File: src/verilog/uotg_pkg.sv
package uotg_pkg;

    // Register byte offsets on the bus.
    localparam logic [7:0] UOTG_TOK_OFF   = 8'h00;
    localparam logic [7:0] UOTG_SOF_OFF   = 8'h04;
    localparam logic [7:0] UOTG_CFG1_OFF  = 8'h08;
    localparam logic [7:0] UOTG_CFG2_OFF  = 8'h0c;
    localparam logic [7:0] UOTG_PWR_OFF   = 8'h10;
    localparam logic [7:0] UOTG_STAT_OFF  = 8'h14;

    // Reset values of all writable registers.
    localparam logic [7:0] UOTG_TOK_RST   = 8'h00;
    localparam logic [7:0] UOTG_SOF_RST   = 8'h00;
    localparam logic [7:0] UOTG_CFG1_RST  = 8'h00;
    localparam logic [7:0] UOTG_CFG2_RST  = 8'h00;
    localparam logic [1:0] UOTG_PWR_RST   = 2'h0;

    // Writable bit masks; all other bits read as zero.
    localparam logic [7:0] UOTG_CFG1_MASK = 8'hd3;
    localparam logic [7:0] UOTG_CFG2_MASK = 8'h3f;

    // Token type codes.
    localparam logic [3:0] UOTG_PID_SETUP = 4'hd;
    localparam logic [3:0] UOTG_PID_IN    = 4'h9;
    localparam logic [3:0] UOTG_PID_OUT   = 4'h1;

    // Ping-pong layout codes.
    localparam logic [1:0] UOTG_PP_NONE  = 2'h0;
    localparam logic [1:0] UOTG_PP_OUT0  = 2'h1;
    localparam logic [1:0] UOTG_PP_ALL   = 2'h2;
    localparam logic [1:0] UOTG_PP_EP1UP = 2'h3;

    // Field positions.
    localparam int UOTG_EYE_BIT    = 7;
    localparam int UOTG_OEMON_BIT  = 6;
    localparam int UOTG_SIDL_BIT   = 4;
    localparam int UOTG_CMPSEL_BIT = 5;
    localparam int UOTG_PUV_BIT    = 4;
    localparam int UOTG_I2C_BIT    = 3;
    localparam int UOTG_BSTDIS_BIT = 2;
    localparam int UOTG_CMPDIS_BIT = 1;
    localparam int UOTG_TRDIS_BIT  = 0;
    localparam int UOTG_PWREN_BIT  = 0;
    localparam int UOTG_HOST_BIT   = 1;
    localparam int UOTG_THRESH_OVH = 10;

    // Token engine step time and its cycle count at 100 MHz.
    localparam int UOTG_CLK_MHZ    = 100;
    localparam int UOTG_BIT_NS     = 80;
    localparam int UOTG_BIT_CYC    = (UOTG_BIT_NS * UOTG_CLK_MHZ + 999) / 1000;
    localparam int UOTG_TOK_BITS   = 32;

endpackage : uotg_pkg

File: src/verilog/uotg_tok_if.sv
`timescale 1ns/100ps
// Handshake between the register slice and the token engine.
interface uotg_tok_if;
    logic       start;    // One-cycle launch pulse.
    logic [3:0] token_type_field;      // Token type.
    logic [3:0] ep;       // Endpoint number.
    logic       busy;     // High while a token runs.
    logic       tx_oe_n;  // Low while data lines are driven.
    modport ctl (output start, output token_type_field, output ep,
                 input busy, input tx_oe_n);
    modport eng (input start, input token_type_field, input ep,
                 output busy, output tx_oe_n);
endinterface : uotg_tok_if

File: src/verilog/uotg_tok_eng.sv
`timescale 1ns/100ps
// Token engine: runs one token for a fixed bit-time budget.
module uotg_tok_eng
    import uotg_pkg::*;
(
    // Clock and reset.
    input wire logic hclk,
    input wire logic hresetn,
    // Gating from configuration.
    input wire logic run_en,
    // Token handshake.
    uotg_tok_if.eng  tok
);

    typedef enum logic [1:0] {UOTG_IDLE, UOTG_TX, UOTG_RX} uotg_eng_e;

    uotg_eng_e   state_r;   // Engine state.
    logic [7:0]  bitcnt_r;  // Bit times left in the token.
    logic [7:0]  div_r;     // Bit-time divider.
    logic        bit_en;    // One-cycle enable per bit time.

    // Bit-time divider gives the engine its slower rate.
    always_ff @(posedge hclk or negedge hresetn) begin
        if (!hresetn) begin
            div_r <= 8'h00;
        end else if (state_r == UOTG_IDLE ||
                     div_r == 8'(UOTG_BIT_CYC - 1)) begin
            div_r <= 8'h00;
        end else begin
            div_r <= div_r + 8'h01;
        end
    end
    assign bit_en = (div_r == 8'(UOTG_BIT_CYC - 1));

    // SETUP, OUT and any other code transmit; only IN receives.
    always_ff @(posedge hclk or negedge hresetn) begin
        if (!hresetn) begin
            state_r  <= UOTG_IDLE;
            bitcnt_r <= 8'h00;
        end else begin
            case (state_r)
                UOTG_IDLE: begin
                    if (tok.start && run_en) begin
                        bitcnt_r <= 8'(UOTG_TOK_BITS);
                        if (tok.token_type_field == UOTG_PID_IN) begin
                            state_r <= UOTG_RX;
                        end else begin
                            state_r <= UOTG_TX;
                        end
                    end
                end
                UOTG_TX, UOTG_RX: begin
                    // Halting mid-token drops it so the bus is freed.
                    if (!run_en) begin
                        state_r <= UOTG_IDLE;
                    end else if (bit_en) begin
                        if (bitcnt_r == 8'h01) begin
                            state_r <= UOTG_IDLE;
                        end
                        bitcnt_r <= bitcnt_r - 8'h01;
                    end
                end
                default: state_r <= UOTG_IDLE;
            endcase
        end
    end

    // Busy and drive indications.
    assign tok.busy    = (state_r != UOTG_IDLE);
    assign tok.tx_oe_n = (state_r != UOTG_TX);

endmodule : uotg_tok_eng

File: src/verilog/uotg_top.sv
`timescale 1ns/100ps
// Notes on behaviour
// - Token codes: SETUP 1101, IN 1001, OUT 0001.
// - Threshold holds ten plus packet length.
// - Eye test bit drives eye test.
// - Monitor bit enables active-low drive signal.
// - Monitor acts only with transceiver disabled.
// - Stop-in-idle halts module in Idle.
// - Ping-pong field selects even/odd layout.
// - Comparator select picks three or two pins.
// - Pull-up bit enables bus power pull-up.
// - Control bit picks serial or dedicated pins.
// - Boost disable swaps to digital output.
// - Comparator disable swaps to digital input.
// - Transceiver disable swaps to digital interface.
// - Unimplemented bits read as zero.
// - Power enable bit enables the module.
module uotg_top
    import uotg_pkg::*;
(
    // Clock and reset.
    input  wire logic        hclk,
    input  wire logic        hresetn,
    // AHB-Lite slave.
    input  wire logic        hsel,
    input  wire logic [31:0] haddr,
    input  wire logic [1:0]  htrans,
    input  wire logic        hwrite,
    input  wire logic [2:0]  hsize,
    input  wire logic [31:0] hwdata,
    input  wire logic        hready,
    output logic      [31:0] hrdata,
    output logic             hreadyout,
    output logic             hresp,
    // Device state.
    input  wire logic        cpu_idle,
    // Link-side controls.
    output logic             eye_test_en,
    output logic             oe_monitor_n,
    output logic             module_run,
    output logic [1:0]       pingpong_layout,
    output logic             pp_ep0_out,
    output logic             pp_ep0_in,
    output logic             pp_ep_other,
    output logic             ext_cmp_3pin,
    output logic             ext_cmp_2pin,
    output logic             bus_power_pullup,
    output logic             ext_ctl_serial,
    output logic             ext_ctl_pins,
    output logic             boost_on,
    output logic             boost_dig_out_en,
    output logic             cmp_on,
    output logic             cmp_dig_in_en,
    output logic             xcvr_on,
    output logic             xcvr_dig_en,
    output logic [7:0]       frame_threshold_value,
    output logic             token_busy_flag
);

    // Register storage; only implemented bits are held.
    logic [7:0] tok_r;        // Token type and endpoint.
    logic [7:0] sof_r;        // Frame threshold count.
    logic [7:0] cfg1_r;       // First configuration register.
    logic [7:0] cfg2_r;       // Second configuration register.
    logic [1:0] pwr_r;        // Power enable and host mode.

    // Bus pipeline state.
    logic       wr_pend_r;    // A write data phase is due.
    logic [7:0] wr_addr_r;    // Offset captured in the address phase.
    logic       tok_start_r;  // Launch pulse to the engine.
    logic       run_en;       // Module allowed to run.
    logic       addr_ok;      // Valid address phase.
    logic [31:0] rd_nxt;      // Read data for the address phase.

    uotg_tok_if tok_if ();

    // Token engine instance.
    uotg_tok_eng u_eng (
        .hclk    (hclk),
        .hresetn (hresetn),
        .run_en  (run_en),
        .tok     (tok_if.eng)
    );

    assign tok_if.start = tok_start_r;
    assign tok_if.token_type_field   = tok_r[7:4];
    assign tok_if.ep    = tok_r[3:0];

    // Run only when powered and not halted by idle.
    assign run_en = pwr_r[UOTG_PWREN_BIT] &&
                    !(cfg1_r[UOTG_SIDL_BIT] && cpu_idle);

    // Transfer accepted on a selected, ready, non-idle cycle.
    assign addr_ok = hsel && hready && htrans[1];

    // Zero-wait slave; single word transfers only.
    always_ff @(posedge hclk or negedge hresetn) begin
        if (!hresetn) begin
            wr_pend_r <= 1'b0;
            wr_addr_r <= 8'h00;
        end else if (hready) begin
            wr_pend_r <= addr_ok && hwrite;
            wr_addr_r <= haddr[7:0];
        end
    end

    // Read mux; upper bits and unmapped addresses read zero.
    always_comb begin
        rd_nxt = 32'h0000_0000;
        case (haddr[7:0])
            UOTG_TOK_OFF:  rd_nxt[7:0] = tok_r;
            UOTG_SOF_OFF:  rd_nxt[7:0] = sof_r;
            UOTG_CFG1_OFF: rd_nxt[7:0] = cfg1_r & UOTG_CFG1_MASK;
            UOTG_CFG2_OFF: rd_nxt[7:0] = cfg2_r & UOTG_CFG2_MASK;
            UOTG_PWR_OFF:  rd_nxt[1:0] = pwr_r;
            UOTG_STAT_OFF: rd_nxt[0]   = tok_if.busy;
            default:       rd_nxt      = 32'h0000_0000;
        endcase
    end

    // Read data registered so it is ready in the data phase.
    always_ff @(posedge hclk or negedge hresetn) begin
        if (!hresetn) begin
            hrdata <= 32'h0000_0000;
        end else if (addr_ok && !hwrite) begin
            hrdata <= rd_nxt;
        end
    end

    // Slave is always ready and always answers OKAY.
    always_ff @(posedge hclk or negedge hresetn) begin
        if (!hresetn) begin
            hreadyout <= 1'b1;
            hresp     <= 1'b0;
        end else begin
            hreadyout <= 1'b1;
            hresp     <= 1'b0;
        end
    end

    // Register writes in the data phase.
    always_ff @(posedge hclk or negedge hresetn) begin
        if (!hresetn) begin
            tok_r  <= UOTG_TOK_RST;
            sof_r  <= UOTG_SOF_RST;
            cfg1_r <= UOTG_CFG1_RST;
            cfg2_r <= UOTG_CFG2_RST;
            pwr_r  <= UOTG_PWR_RST;
        end else if (wr_pend_r) begin
            case (wr_addr_r)
                // Token stored as written; reserved codes are software's
                // burden and the engine treats them as transmit.
                UOTG_TOK_OFF:  tok_r  <= hwdata[7:0];
                UOTG_SOF_OFF:  sof_r  <= hwdata[7:0];
                UOTG_CFG1_OFF: cfg1_r <= hwdata[7:0] & UOTG_CFG1_MASK;
                // Disable bits are not locked while powered; software
                // must keep them still, as the hardware does not check.
                UOTG_CFG2_OFF: cfg2_r <= hwdata[7:0] & UOTG_CFG2_MASK;
                UOTG_PWR_OFF:  pwr_r  <= hwdata[1:0];
                default: ;
            endcase
        end
    end

    // A token write in host mode launches one transaction.
    always_ff @(posedge hclk or negedge hresetn) begin
        if (!hresetn) begin
            tok_start_r <= 1'b0;
        end else begin
            tok_start_r <= wr_pend_r && (wr_addr_r == UOTG_TOK_OFF) &&
                           pwr_r[UOTG_HOST_BIT] && !tok_if.busy;
        end
    end

    // Busy flag mirrors the engine, including the launch cycle.
    always_ff @(posedge hclk or negedge hresetn) begin
        if (!hresetn) begin
            token_busy_flag <= 1'b0;
        end else begin
            token_busy_flag <= tok_if.busy || (tok_start_r && run_en);
        end
    end

    // Configuration outputs, registered.
    always_ff @(posedge hclk or negedge hresetn) begin
        if (!hresetn) begin
            eye_test_en           <= 1'b0;
            oe_monitor_n          <= 1'b1;
            module_run            <= 1'b0;
            frame_threshold_value <= 8'h00;
            bus_power_pullup      <= 1'b0;
            ext_ctl_serial        <= 1'b0;
            ext_ctl_pins          <= 1'b0;
        end else begin
            eye_test_en <= cfg1_r[UOTG_EYE_BIT] && run_en;
            // Drive indication only when monitor on and xcvr disabled.
            oe_monitor_n <= !(cfg1_r[UOTG_OEMON_BIT] &&
                              cfg2_r[UOTG_TRDIS_BIT] &&
                              !tok_if.tx_oe_n);
            module_run            <= run_en;
            frame_threshold_value <= sof_r;
            bus_power_pullup      <= cfg2_r[UOTG_PUV_BIT];
            ext_ctl_serial        <= cfg2_r[UOTG_I2C_BIT];
            ext_ctl_pins          <= !cfg2_r[UOTG_I2C_BIT];
        end
    end

    // Ping-pong layout decode.
    always_ff @(posedge hclk or negedge hresetn) begin
        if (!hresetn) begin
            pingpong_layout <= UOTG_PP_NONE;
            pp_ep0_out      <= 1'b0;
            pp_ep0_in       <= 1'b0;
            pp_ep_other     <= 1'b0;
        end else begin
            pingpong_layout <= cfg1_r[1:0];
            case (cfg1_r[1:0])
                UOTG_PP_EP1UP: begin
                    pp_ep0_out  <= 1'b0;
                    pp_ep0_in   <= 1'b0;
                    pp_ep_other <= 1'b1;
                end
                UOTG_PP_ALL: begin
                    pp_ep0_out  <= 1'b1;
                    pp_ep0_in   <= 1'b1;
                    pp_ep_other <= 1'b1;
                end
                UOTG_PP_OUT0: begin
                    pp_ep0_out  <= 1'b1;
                    pp_ep0_in   <= 1'b0;
                    pp_ep_other <= 1'b0;
                end
                default: begin
                    pp_ep0_out  <= 1'b0;
                    pp_ep0_in   <= 1'b0;
                    pp_ep_other <= 1'b0;
                end
            endcase
        end
    end

    // On-chip analog blocks versus digital interfaces.
    always_ff @(posedge hclk or negedge hresetn) begin
        if (!hresetn) begin
            boost_on         <= 1'b0;
            boost_dig_out_en <= 1'b0;
            cmp_on           <= 1'b0;
            cmp_dig_in_en    <= 1'b0;
            xcvr_on          <= 1'b0;
            xcvr_dig_en      <= 1'b0;
            ext_cmp_3pin     <= 1'b0;
            ext_cmp_2pin     <= 1'b0;
        end else begin
            boost_on         <= !cfg2_r[UOTG_BSTDIS_BIT];
            boost_dig_out_en <= cfg2_r[UOTG_BSTDIS_BIT];
            cmp_on           <= !cfg2_r[UOTG_CMPDIS_BIT];
            cmp_dig_in_en    <= cfg2_r[UOTG_CMPDIS_BIT];
            xcvr_on          <= !cfg2_r[UOTG_TRDIS_BIT];
            xcvr_dig_en      <= cfg2_r[UOTG_TRDIS_BIT];
            // Pin-count choice only matters with the comparator off.
            ext_cmp_3pin <= cfg2_r[UOTG_CMPDIS_BIT] &&
                            cfg2_r[UOTG_CMPSEL_BIT];
            ext_cmp_2pin <= cfg2_r[UOTG_CMPDIS_BIT] &&
                            !cfg2_r[UOTG_CMPSEL_BIT];
        end
    end

endmodule : uotg_top

File: config.mk
export PLATFORM = sky130hd
export DESIGN_NAME = uotg_top
export DESIGN_NICKNAME = d
export VERILOG_FILES = /design/src/verilog/uotg_pkg.sv /design/src/verilog/uotg_tok_if.sv /design/src/verilog/uotg_tok_eng.sv /design/src/verilog/uotg_top.sv
export SDC_FILE = /design/constraint.sdc
export NUM_CORES = 1
export LEC_CHECK = 0
export BUFFER_PORTS_ARGS = -buffer_cell sky130_fd_sc_hd__buf_4
export CAP_MARGIN = 30
export CORE_MARGIN = 2
export CORE_UTILIZATION = 54
export DETAILED_ROUTE_END_ITERATION = 12
export GPL_ROUTABILITY_DRIVEN = 1
export HOLD_SLACK_MARGIN = 0.15
export PLACE_DENSITY = 0.88
export SLEW_MARGIN = 10
export SYNTH_ARGS = -nofsm -noshare
export SYNTH_HDL_FRONTEND = slang
export SYNTH_SLANG_ARGS = --single-unit
File: constraint.sdc
create_clock -name hclk -period 2.6 [get_ports hclk]
set_input_delay 0.52 -clock hclk [delete_from_list [all_inputs] [get_ports hclk]]
set_output_delay 0.52 -clock hclk [all_outputs]
set_load 0.01 [all_outputs]
==> impl_metrics.json <==
{
  "synth_flop_cell": "dfrtp_1",
  "synthAdderAreaFrac_pct": 2.126,
  "htreeDepth": 3,
  "synth_xor_area_share_pct": 1.275,
  "peakVddDrop_mv": 0.4791,
  "leakagePower_uw": 0.002259,
  "avgSynthCellArea_sq_um": 12.41,
  "post_drt_wl_per_cell_um": 16.76,
  "min_period_ps": 2023,
  "status": "complete, no violations",
  "synth-edff-count": 0,
  "crit_required_ps": 2860,
  "drt_wl_total_um": 8380,
  "r2r_end": "sof_r[5]",
  "worstHoldPathCells": 2,
  "fp.dieH_um": 91.35,
  "cts_buffer_depth": 2,
  "reg2reg_depth": 4,
  "synth_top_area_share_pct": 55.88,
  "hold_viol": 0,
  "cts_buffers": 9,
  "synth_top_area_cell": "dfrtp_1",
  "start_kind": "flip-flop",
  "maxCapViolCount": 0,
  "viasPerCell": 5.452,
  "yosysMostFrequentCell": "dfrtp_1",
  "ys_types": 55,
  "r2r_start": "wr_addr_r[5]",
  "synth-async-reset-ratio_pct": 100.0,
  "p_per_area_nw_per_um2": 710.2,
  "min_path_type": "primary input to flip-flop",
  "grt_pass1_wl_um": 13760,
  "cts_tree": "done",
  "nFillCells": 551,
  "synthMuxAreaShare_pct": 14.18,
  "via_count": 2726,
  "synthTopCellsByCount": "dfrtp_1 (92), mux2_2 (33), buf_4 (27)",
  "ys_warn_count": 0,
  "ctsResizeCount": 0,
  "dpl.hpwl_um": 5925,
  "startpoint": "wr_addr_r[5]",
  "synth_compound_area_share_pct": 5.284,
  "dr.pass1.iters": 5,
  "synthSimpleGateAreaFrac_pct": 13.73,
  "ant_nets": 0,
  "root_buffer": "clkbuf_8",
  "diodes": 0,
  "num_io_pins": 137,
  "drt_iter0_markers": 116,
  "fmax_mhz": 494.2,
  "setup.worst_path.class": "flip-flop to flip-flop",
  "antenna_found_initial": 0,
  "areaGrowthSynthToFinish_pct": 15.94,
  "tns_ps": 0,
  "start_util_pct": 56.20,
  "nets": 478,
  "synth_cells": 332,
  "cts_sinks": 93,
  "core_area_sq_um": 7331,
  "crit_fanout": 8,
  "grt.overflow.total": 0,
  "fin_skew_ps": 14.71,
  "arrival_ps": 2280,
  "drc_errors": 0,
  "yosys-top-cells-area": "dfrtp_1 (56%), mux2_2 (9.0%), buf_4 (4.9%)",
  "rows": 31,
  "synth_top_family_by_area": "multiplexers",
  "synth-seq-cells": 93,
  "clk_latency_ps": 370,
  "grt_start_max_net_pins": 52,
  "die_area_sq_um": 8345,
  "drive_above_1_share_pct": 31.17,
  "grtUsageTotal_pct": 21.25,
  "netlist_area_sq_um": 4120,
  "drv_slew": 0,
  "grt_pass1_vias": 2892,
  "fin_total_pwr_uw": 3393,
  "ys_seq_area_share_pct": 56.51,
  "reg2reg_slack_ps": 580,
  "gp_congestion": 0.8230,
  "worst_slew_pin_slew_ps": 567.4,
  "timing.final.crit_share_pct": 77.82,
  "port-buffer-count": 58,
  "die_x_um": 91.35,
  "rsz0062_at_grt": "false",
  "relSlewSlack_pct": 62.18,
  "clk_pin_slew_worst_paths_ps": 100,
  "worstSetupEndpointType": "flip-flop",
  "finalSetupViolCount": 0,
  "crit_end": "sof_r[5]"
}
==> per-layer routing <==
layer	GRT usage [%]	vias to the layer above	part of all wire [%]
met5	0	-	0
met4	7.449	0	1.5
met3	5.145	12	3.9
met2	37.53	79	54
met1	25.32	1397	41
li1	-	1238	-
==> critical path, stage by stage (launching register included) <==
cell	delay (ps)
dfrtp_1	410
nor4_2	340
nor2b_2	250
and3b_1	510
mux2_1	400
==> power by group <==
group	total [uW]	switching, uW	internal [uW]
Sequential	1760	156	1610
Clock	922	534	388
Combinational	708	391	316
==> metrics by stage <==
step / util (%) / cell area, sq um / setup slack (ps) / hold WS (ps) / instances
floorplan: - / 4210 / 925.0 / 224.4 / 356
global placement: 62.43 / 4577 / 642.9 / 373.0 / 483
detailed placement: 62.43 / 4577 / 593.5 / 379.6 / 483
CTS: 65.16 / 4777 / 576.3 / 368.9 / 500
global route: 65.16 / 4777 / 513.7 / 372.9 / 500
finish: 65.16 / 4777 / 576.6 / 381.8 / 500
==> layout by cell type, fill, tap and decap left out, types with 13 or more instances in the layout <==
master   Yosys  layout
buf_4       27      60
mux2_2      33      33
o21ai_0     13      13
conb_1       2      26
inv_1       13      13
nand2_1     18      18
dfrtp_1     92      92
==> final cells by class <==
cell class	instances	area [sq um]	share of cell area [%]
Sequential cell	93	2328	48.74
Multi-Input combinational cell	217	1605	33.60
Timing Repair Buffer	62	480.5	10.06
Clock buffer	10	137.6	2.881
Tap cell	99	123.9	2.593
Clock inverter	6	52.55	1.100
Inverter	13	48.80	1.021
==> registers in the layout (all words and copies together) (netlist names), 6 cells and up <==
signal and flops:
cfg2_r 6, frame_threshold_value 8, hrdata 8, sof_r 8, tok_r 8, u_eng.bitcnt_r 8, u_eng.div_r 8, wr_addr_r 8
==> logic make-up after synthesis <==
group           count (synthesis)
flops                          93
simple gates                   93
mux                            52
buf+inv                        46
compound gates                 33
fa+ha+maj                       7
xor+xnor                        6
other cells                     2
==> repair_timing <==
item | 4_1_cts | 5_1_grt
hold buffers | 1 | 0
buffers inserted | 0 | 0
hold endpoints to repair | 31 | 0
==> worst min path at each step <==
stage / start / slack, ps / end
3_3_place_gp: sof_r[5] / 370 / frame_threshold_value[5]
2_1_floorplan: hresetn / 220 / boost_dig_out_en
4_1_cts: hwdata[2] / 370 / sof_r[2]
5_1_grt: hwdata[2] / 370 / sof_r[2]
6_report: hwdata[2] / 380 / sof_r[2]
3_5_place_dp: sof_r[4] / 380 / frame_threshold_value[4]
No activity file was read; power rests on OpenSTA's default activity.
